**config.mk**
```make
export PLATFORM = sky130hd
export DESIGN_NAME = bmc_control
export DESIGN_NICKNAME = d
export VERILOG_FILES = /design/src/rtl/bmc_pkg.sv /design/src/rtl/bmc_control.sv
export SDC_FILE = /design/constraint.sdc
export NUM_CORES = 1
export LEC_CHECK = 0
export ABC_CLOCK_PERIOD_IN_PS = 1400
export BUFFER_PORTS_ARGS = -buffer_cell sky130_fd_sc_hd__buf_4
export CAP_MARGIN = 10
export CORE_ASPECT_RATIO = 0.9
export CORE_MARGIN = 1.5
export CORE_UTILIZATION = 37
export DETAILED_ROUTE_END_ITERATION = 8
export PLACE_DENSITY = 0.62
export SYNTH_ARGS = -nofsm -noshare
export SYNTH_HDL_FRONTEND = slang
export SYNTH_SLANG_ARGS = --single-unit
```
**constraint.sdc**
```tcl
create_clock -name clk_i -period 1.4 [get_ports clk_i]
set_input_delay 0.14 -clock clk_i [delete_from_list [all_inputs] [get_ports clk_i]]
set_output_delay 0.14 -clock clk_i [all_outputs]
set_load 0.05 [all_outputs]
```
**src/rtl/bmc_pkg.sv**
```systemverilog
package bmc_pkg;

  // ---------------------------------------------------------------
  // Register map
  // ---------------------------------------------------------------
  localparam logic [3:0] ADDR_MODE_CTRL  = 4'h0;
  localparam logic [3:0] ADDR_THRESH     = 4'h1;
  localparam logic [3:0] ADDR_LEVEL_CTRL = 4'h8;
  localparam logic [3:0] ADDR_IRQ_CTRL   = 4'h9;
  localparam logic [3:0] ADDR_FLAGS      = 4'hA;
  localparam logic [3:0] ADDR_STATE      = 4'hB;
  localparam logic [3:0] ADDR_UNLOCK     = 4'hC;

  // ---------------------------------------------------------------
  // Fields and keys
  // ---------------------------------------------------------------
  localparam int         SAMPLE_RATE_BIT  = 4;
  localparam int         ACTIVE_LSB       = 2;
  localparam int         SLEEP_LSB        = 0;
  localparam int         DIR_LSB          = 1;
  localparam int         IRQ_EN_BIT       = 0;
  localparam int         FLAG_BIT         = 0;
  localparam int         LEVEL_LSB        = 0;
  localparam logic [7:0] UNLOCK_KEY       = 8'hD8;
  localparam logic [2:0] UNLOCK_WINDOW    = 3'h4;
  localparam logic [1:0] SLEEP_RESERVED   = 2'h3;
  localparam logic [7:0] REG_ZERO         = 8'h00;

  // ---------------------------------------------------------------
  // Modes and directions
  // ---------------------------------------------------------------
  localparam logic [1:0] MODE_OFF     = 2'h0;
  localparam logic [1:0] MODE_ON      = 2'h1;
  localparam logic [1:0] MODE_SAMPLED = 2'h2;
  localparam logic [1:0] MODE_ON_WAIT = 2'h3;
  localparam logic [1:0] DIR_FALL     = 2'h0;
  localparam logic [1:0] DIR_RISE     = 2'h1;
  localparam logic [1:0] DIR_BOTH     = 2'h2;

  typedef enum logic {BMC_AWAKE, BMC_ASLEEP} bmc_power_e;

  typedef struct packed {
    logic       sample_rate_select;
    logic [1:0] active_mode;
    logic [1:0] sleep_mode;
    logic [2:0] trip_threshold_code;
  } bmc_fuse_s;

  typedef struct packed {
    logic [3:0] addr;
    logic [7:0] wdata;
    logic       wr;
    logic       rd;
  } bmc_bus_s;

endpackage

```
**src/rtl/bmc_control.sv**
```systemverilog
// Behaviour
// - Active mode field loaded from fuse in the first cycle after reset release (reset loads off); software writes ignored.
// - Sleep mode field from fuse, software-writable only after unlock.
// - Entering standby or power-down applies the sleep mode.
// - Waking applies the active mode again.
// - Unlock key write opens protected write for four instructions only.
// - Protected write without unlock is accepted but changes nothing.
// - Read-only bit 4 selects 1kHz sampling at 0, 125Hz at 1.
// - Active mode codes: off, on, sampled, on with wake held until ready.
// - Sleep mode codes: off, on, sampled; code 3 reserved.
// - Read-only threshold code bits 2:0 loaded from fuse.
// - Warning level code sets 5, 15 or 25 percent above threshold.
// - Direction 0 falling, 1 rising, 2 either crossing; others reserved.
// - Interrupt enable bit 0 enables the warning interrupt.
// - Flag set on matching crossing, updated only while detector enabled.
// - Status reads 1 below warning level, valid only while enabled.
// - Monitor follows detector mode: off stays off, sampled is sampled.
// - Interrupt asserted while flag and enable set, until flag cleared.
`timescale 1ns/1ps
module bmc_control (
  input  wire logic              clk_i,
  input  wire logic              rstn_i,
  input  wire bmc_pkg::bmc_bus_s bus_i,
  output logic [7:0]             rdata_o,
  input  wire bmc_pkg::bmc_fuse_s fuse_i,
  input  wire logic              sleep_req_i,
  input  wire logic              below_warning_i,
  input  wire logic              sample_tick_i,
  input  wire logic              detector_ready_i,
  output logic [1:0]             detector_mode_o,
  output logic                   sample_rate_select_o,
  output logic [2:0]             trip_threshold_code_o,
  output logic [1:0]             warning_level_code_o,
  output logic                   wake_hold_o,
  output logic                   irq_o
);

  // ---------------------------------------------------------------
  // Input synchronisers
  // ---------------------------------------------------------------
  logic [2:0] sync1_reg;
  logic [2:0] sync2_reg;
  logic       below_prev_reg;
  logic       warm_reg;
  always_ff @(posedge clk_i) begin
    if (!rstn_i) begin
      sync1_reg <= 3'h0;
      sync2_reg <= 3'h0;
    end else begin
      sync1_reg <= {sleep_req_i, below_warning_i, sample_tick_i};
      sync2_reg <= sync1_reg;
    end
  end
  wire sleep_s = sync2_reg[2];
  wire below_s = sync2_reg[1];
  wire tick_s  = sync2_reg[0];

  // ---------------------------------------------------------------
  // Fuse capture after reset release
  // ---------------------------------------------------------------
  logic       loaded_reg;
  logic       rate_reg;
  logic [1:0] active_reg;
  logic [1:0] sleep_mode_reg;
  logic [2:0] thresh_reg;
  logic [2:0] unlock_cnt_reg;
  logic       ready_s1_reg;
  logic       ready_s2_reg;

  wire wr_ctrl   = bus_i.wr && bus_i.addr == bmc_pkg::ADDR_MODE_CTRL;
  wire unlocked  = unlock_cnt_reg != 3'h0;
  wire [1:0] new_sleep = bus_i.wdata[bmc_pkg::SLEEP_LSB +: 2];

  always_ff @(posedge clk_i) begin
    if (!rstn_i) begin
      loaded_reg <= 1'b0;
      rate_reg   <= 1'b0;
      active_reg <= bmc_pkg::MODE_OFF;
      thresh_reg <= 3'h0;
    end else if (!loaded_reg) begin
      loaded_reg <= 1'b1;
      rate_reg   <= fuse_i.sample_rate_select;
      active_reg <= fuse_i.active_mode;
      thresh_reg <= fuse_i.trip_threshold_code;
    end
  end

  // Unlock window counted in bus cycles, one per instruction
  always_ff @(posedge clk_i) begin
    if (!rstn_i) begin
      unlock_cnt_reg <= 3'h0;
    end else if (bus_i.wr && bus_i.addr == bmc_pkg::ADDR_UNLOCK &&
                 bus_i.wdata == bmc_pkg::UNLOCK_KEY) begin
      unlock_cnt_reg <= bmc_pkg::UNLOCK_WINDOW;
    end else if (wr_ctrl) begin
      unlock_cnt_reg <= 3'h0;
    end else if (unlocked) begin
      unlock_cnt_reg <= unlock_cnt_reg - 3'h1;
    end
  end

  always_ff @(posedge clk_i) begin
    if (!rstn_i) begin
      sleep_mode_reg <= bmc_pkg::MODE_OFF;
    end else if (!loaded_reg) begin
      sleep_mode_reg <= fuse_i.sleep_mode;
    end else if (wr_ctrl && unlocked && new_sleep != bmc_pkg::SLEEP_RESERVED) begin
      sleep_mode_reg <= new_sleep;
    end
  end

  // ---------------------------------------------------------------
  // Effective detector mode
  // ---------------------------------------------------------------
  bmc_pkg::bmc_power_e power_reg;
  logic [1:0] mode_reg;
  always_ff @(posedge clk_i) begin
    if (!rstn_i) begin
      power_reg <= bmc_pkg::BMC_AWAKE;
    end else begin
      case (power_reg)
        bmc_pkg::BMC_AWAKE:  if (sleep_s) power_reg <= bmc_pkg::BMC_ASLEEP;
        bmc_pkg::BMC_ASLEEP: if (!sleep_s) power_reg <= bmc_pkg::BMC_AWAKE;
        default:             power_reg <= bmc_pkg::BMC_AWAKE;
      endcase
    end
  end

  always_ff @(posedge clk_i) begin
    if (!rstn_i) begin
      mode_reg <= bmc_pkg::MODE_OFF;
    end else if (power_reg == bmc_pkg::BMC_ASLEEP) begin
      mode_reg <= sleep_mode_reg;
    end else begin
      mode_reg <= active_reg;
    end
  end

  wire det_on  = mode_reg != bmc_pkg::MODE_OFF;
  wire sampled = mode_reg == bmc_pkg::MODE_SAMPLED;
  // Sampled mode only looks at the supply on a sample tick
  wire look    = det_on && (!sampled || tick_s);

  // ---------------------------------------------------------------
  // Warning monitor
  // ---------------------------------------------------------------
  logic [1:0] level_reg;
  logic [1:0] dir_reg;
  logic       irq_en_reg;
  logic       flag_reg;
  logic       state_reg;

  always_ff @(posedge clk_i) begin
    if (!rstn_i) begin
      level_reg <= 2'h0;
    end else if (bus_i.wr && bus_i.addr == bmc_pkg::ADDR_LEVEL_CTRL) begin
      level_reg <= bus_i.wdata[bmc_pkg::LEVEL_LSB +: 2];
    end
  end

  always_ff @(posedge clk_i) begin
    if (!rstn_i) begin
      dir_reg    <= bmc_pkg::DIR_FALL;
      irq_en_reg <= 1'b0;
    end else if (bus_i.wr && bus_i.addr == bmc_pkg::ADDR_IRQ_CTRL) begin
      dir_reg    <= bus_i.wdata[bmc_pkg::DIR_LSB +: 2];
      irq_en_reg <= bus_i.wdata[bmc_pkg::IRQ_EN_BIT];
    end
  end

  always_ff @(posedge clk_i) begin
    if (!rstn_i) begin
      state_reg      <= 1'b0;
      below_prev_reg <= 1'b0;
      warm_reg       <= 1'b0;
    end else if (!det_on) begin
      warm_reg <= 1'b0;
    end else if (look) begin
      state_reg      <= below_s;
      below_prev_reg <= below_s;
      warm_reg       <= 1'b1;
    end
  end

  wire fell  = warm_reg && below_s && !below_prev_reg;
  wire rose  = warm_reg && !below_s && below_prev_reg;
  logic hit;
  always_comb begin
    case (dir_reg)
      bmc_pkg::DIR_FALL: hit = fell;
      bmc_pkg::DIR_RISE: hit = rose;
      bmc_pkg::DIR_BOTH: hit = fell || rose;
      default:           hit = 1'b0;
    endcase
  end
  // Monitor inactive unless enabled; detector off blocks it too
  wire event_set = look && irq_en_reg && hit;
  wire flag_clr  = bus_i.wr && bus_i.addr == bmc_pkg::ADDR_FLAGS &&
                   bus_i.wdata[bmc_pkg::FLAG_BIT];

  always_ff @(posedge clk_i) begin
    if (!rstn_i) begin
      flag_reg <= 1'b0;
    end else if (event_set) begin
      flag_reg <= 1'b1; // set wins over clear
    end else if (flag_clr) begin
      flag_reg <= 1'b0;
    end
  end

  // ---------------------------------------------------------------
  // Outputs and read port
  // ---------------------------------------------------------------
  always_ff @(posedge clk_i) begin
    if (!rstn_i) begin
      ready_s1_reg <= 1'b0;
      ready_s2_reg <= 1'b0;
    end else begin
      ready_s1_reg <= detector_ready_i;
      ready_s2_reg <= ready_s1_reg;
    end
  end

  always_ff @(posedge clk_i) begin
    if (!rstn_i) begin
      irq_o                 <= 1'b0;
      detector_mode_o       <= bmc_pkg::MODE_OFF;
      sample_rate_select_o  <= 1'b0;
      trip_threshold_code_o <= 3'h0;
      warning_level_code_o  <= 2'h0;
      wake_hold_o           <= 1'b0;
    end else begin
      // Tracks the flag's next value, so a set beside a clear never drops it
      irq_o                 <= (event_set || (flag_reg && !flag_clr)) && irq_en_reg;
      detector_mode_o       <= mode_reg;
      sample_rate_select_o  <= rate_reg;
      trip_threshold_code_o <= thresh_reg;
      warning_level_code_o  <= level_reg;
      wake_hold_o           <= active_reg == bmc_pkg::MODE_ON_WAIT && !ready_s2_reg;
    end
  end

  always_ff @(posedge clk_i) begin
    if (!rstn_i) begin
      rdata_o <= bmc_pkg::REG_ZERO;
    end else if (bus_i.rd) begin
      case (bus_i.addr)
        bmc_pkg::ADDR_MODE_CTRL:  rdata_o <= {3'h0, rate_reg, active_reg, sleep_mode_reg};
        bmc_pkg::ADDR_THRESH:     rdata_o <= {5'h00, thresh_reg};
        bmc_pkg::ADDR_LEVEL_CTRL: rdata_o <= {6'h00, level_reg};
        bmc_pkg::ADDR_IRQ_CTRL:   rdata_o <= {5'h00, dir_reg, irq_en_reg};
        bmc_pkg::ADDR_FLAGS:      rdata_o <= {7'h00, flag_reg};
        bmc_pkg::ADDR_STATE:      rdata_o <= {7'h00, state_reg && det_on};
        default:                  rdata_o <= bmc_pkg::REG_ZERO;
      endcase
    end else begin
      rdata_o <= bmc_pkg::REG_ZERO;
    end
  end
endmodule

```
==> metrics.yaml <==
crit_buf_inv: 1
ctsLongestPathBuffers: 2
reg2reg_depth: 5
yosys.area.top_type: "dfxtp_1"
die_y_um: 70.0
drt_iter0_drc: 93
drt-wirelength-per-cell_um: 13.6
cp.depth: 5
coreArea_sq_mm: 0.00483
grt_max_degree: 15
drt.antenna.violating_nets: 0
synth_area_sq_mm: 0.00185
viasPerCell: 4.91
die_w_um: 77.5
fin_crit_ns: 1.34
htreeDepth: 2
wl_met3_um: 190
start_util_pct: 38.2
cpPeakStageDelay_ns: 0.45
globalRouteOverflowTotal: 0
synth_top_area_share_pct: 49.8
cts_num_sinks: 46
cts_hold_buffers: 0
ir_drop_mv: 0.637
rsz0062_at_grt: "false"
path_class: "flop to flop"
fmax_ghz: 0.747
ys_seq_area_share_pct: 49.8
grt_usage_pct: 15.8
route.met2.wl_um: 1830
fin_worst_skew_ns: 0.00576
drive_above_1_share_pct: 29.6
synth-edff-count: 0
cts_buffers: 5
slew_violations: 0
drv_cap: 0
portBuffers: 42
cp_top_family: "simple AND/OR/NAND/NOR gates"
yosys_warnings: 0
num_vias: 1428
required_ns: 1.65
cts_tree: "built"
root_buffer: "clkbuf_8"
crit_chain: "inv_1 > ha_2 > or3b_2 > a22oi_2 > o21a_1"
hold_class: "input pin to flop"
min_path_cells: 2
grt_antenna_before_repair: 0
status: "finished, final reports clean"
avgSynthCellArea_sq_um: 10.2
io_pins: 46
finalSetupTns_ns: 0
ys_seq_elements: 46
clk_pin_slew_ns: 0.08
rows: 24
critPathLaunchType: "flop"
diodes: 0
remaining_drc_errors: 0
totalWireLength_um: 3950
die_area_sq_mm: 0.00543
setup_viol: 0
synth-main-ff-cell: "dfxtp_1"
leakagePower_nw: 0.991
critical_path.endpoint_type: "flop"
clk_latency_ns: 0.29
largest_reg_flops: 5
grt_pass1_vias: 1336
fin_nets: 255
multi_input_area_sq_um: 875
grt_first_pass_wirelength_um: 6550
drt_pass1_iterations: 4
met1_length_um: 1850
place.gp.congestion: 0.813
cp_max_fo: 2
p_per_area_mw_per_mm2: 1220
cp_slowest_cell: "or3b_2"
synth_area_leaders: "dfxtp_1 50%, mux2i_1 8.7%, and2_1 6.1%"
async_flop_share_pct: 0
finalHoldViolCount: 0
fin_crit_sh_pct: 95.6
cp_data_arrival_time_ns: 1.59
top_layer: "met4"
fill_cells: 457
postSynthCellCount: 181
area_delta_synth_final_pct: 27.7
hpwl_um: 2920
fin_cells: 291
seq_area_sq_um: 922
synth_cell_types: 43
place_inst: 283
top_register: "rdata_o"
==> synthesized netlist by cell type (2+ instances only) <==
cell type / count
a21oi_1: 7
a221oi_1: 2
and2_1: 18
buf_2: 5
buf_4: 3
clkbuf_1: 4
dfxtp_1: 46
ha_1: 2
inv_1: 5
mux2i_1: 16
nand2_1: 4
nand2b_1: 5
nand3b_1: 2
nand4_1: 6
nor2_1: 14
nor2b_1: 2
nor3_1: 3
nor4b_2: 2
o211ai_1: 2
o21a_1: 2
o21ai_1: 3
o22ai_1: 2
o31ai_1: 5
xnor2_1: 2
==> final timing paths <==
kind                       endpoint  slack, ns              start
setup / recovery  unlock_cnt_reg[2]       0.06  unlock_cnt_reg[0]
hold / removal         sync1_reg[1]       0.05    below_warning_i
setup reg to reg  unlock_cnt_reg[2]       0.06  unlock_cnt_reg[0]
hold reg to reg         wake_hold_o       0.39       ready_s2_reg
==> cells in the final DEF (no fill, tap or decap), drive strengths merged, types with 2 or more instances in the layout <==
cell and instances:
o21a 2, a21oi 7, clkbuf 8, xnor2 2, o21ai 4, dfxtp 46, nor4b 2, nand4 6
nor2b 2, nand2 4, o22ai 2, o211ai 2, a221oi 2, nand3b 2, ha 2, buf 47
conb 3, o31ai 5, and2 18, or3b 2, nor3 4, inv 5, nand2b 5, nor2 14
mux2i 16, nor4 2
==> cell type report <==
type,count,area share (%)
well taps,65,3.45
inverters,5,0.795
clock buffers,8,4.67
repair buffers,47,15.0
flip-flops and latches,46,39.1
multi-input cells,120,37.1
==> power breakdown <==
| part | internal (mW) | total [mW] | leakage (nW) | switching, mW |
|---|---|---|---|---|
| combinational | 0.250 | 0.518 | 0.557 | 0.268 |
| sequential | 1.39 | 1.43 | 0.376 | 0.0447 |
| clock | 0.498 | 0.922 | 0.0575 | 0.424 |
| total | 2.14 | 2.87 | 0.991 | 0.736 |
==> per-layer routing <==
metal,global-route usage (%),vias to the layer above
met1,21.6,654
met5,0,-
met3,3.66,8
met2,23.5,47
li1,-,719
met4,7.27,0
==> through the flow <==
step	utilization (%)	setup WS, ns	hold WS (ns)	total power [mW]	cell area [sq um]
2_1_floorplan	-	0.0997	0.168	1.78	1860
3_3_place_gp	46.1	0.0751	0.348	1.91	2230
3_5_place_dp	46.1	0.0399	0.352	1.92	2230
4_1_cts	48.3	0.0258	0.0418	2.85	2340
5_1_grt	48.8	0.0108	0.0362	3.04	2360
6_report	48.8	0.0614	0.0527	2.87	2360
==> cells by family after synthesis <==
group	after synthesis	share of synthesized area [%]
simple gates	66	23.1
flops	46	49.8
compound gates	30	11.0
buf+inv	17	4.40
mux	16	8.67
xor+xnor	3	1.42
fa+ha+maj	2	1.35
other cells	1	0.203
==> timing repair <==
item,4_1_cts,5_1_grt
setup buffers,0,0
resized for setup,0,5
setup endpoints to repair,0,4
No activity file was read; power rests on OpenSTA's default activity.
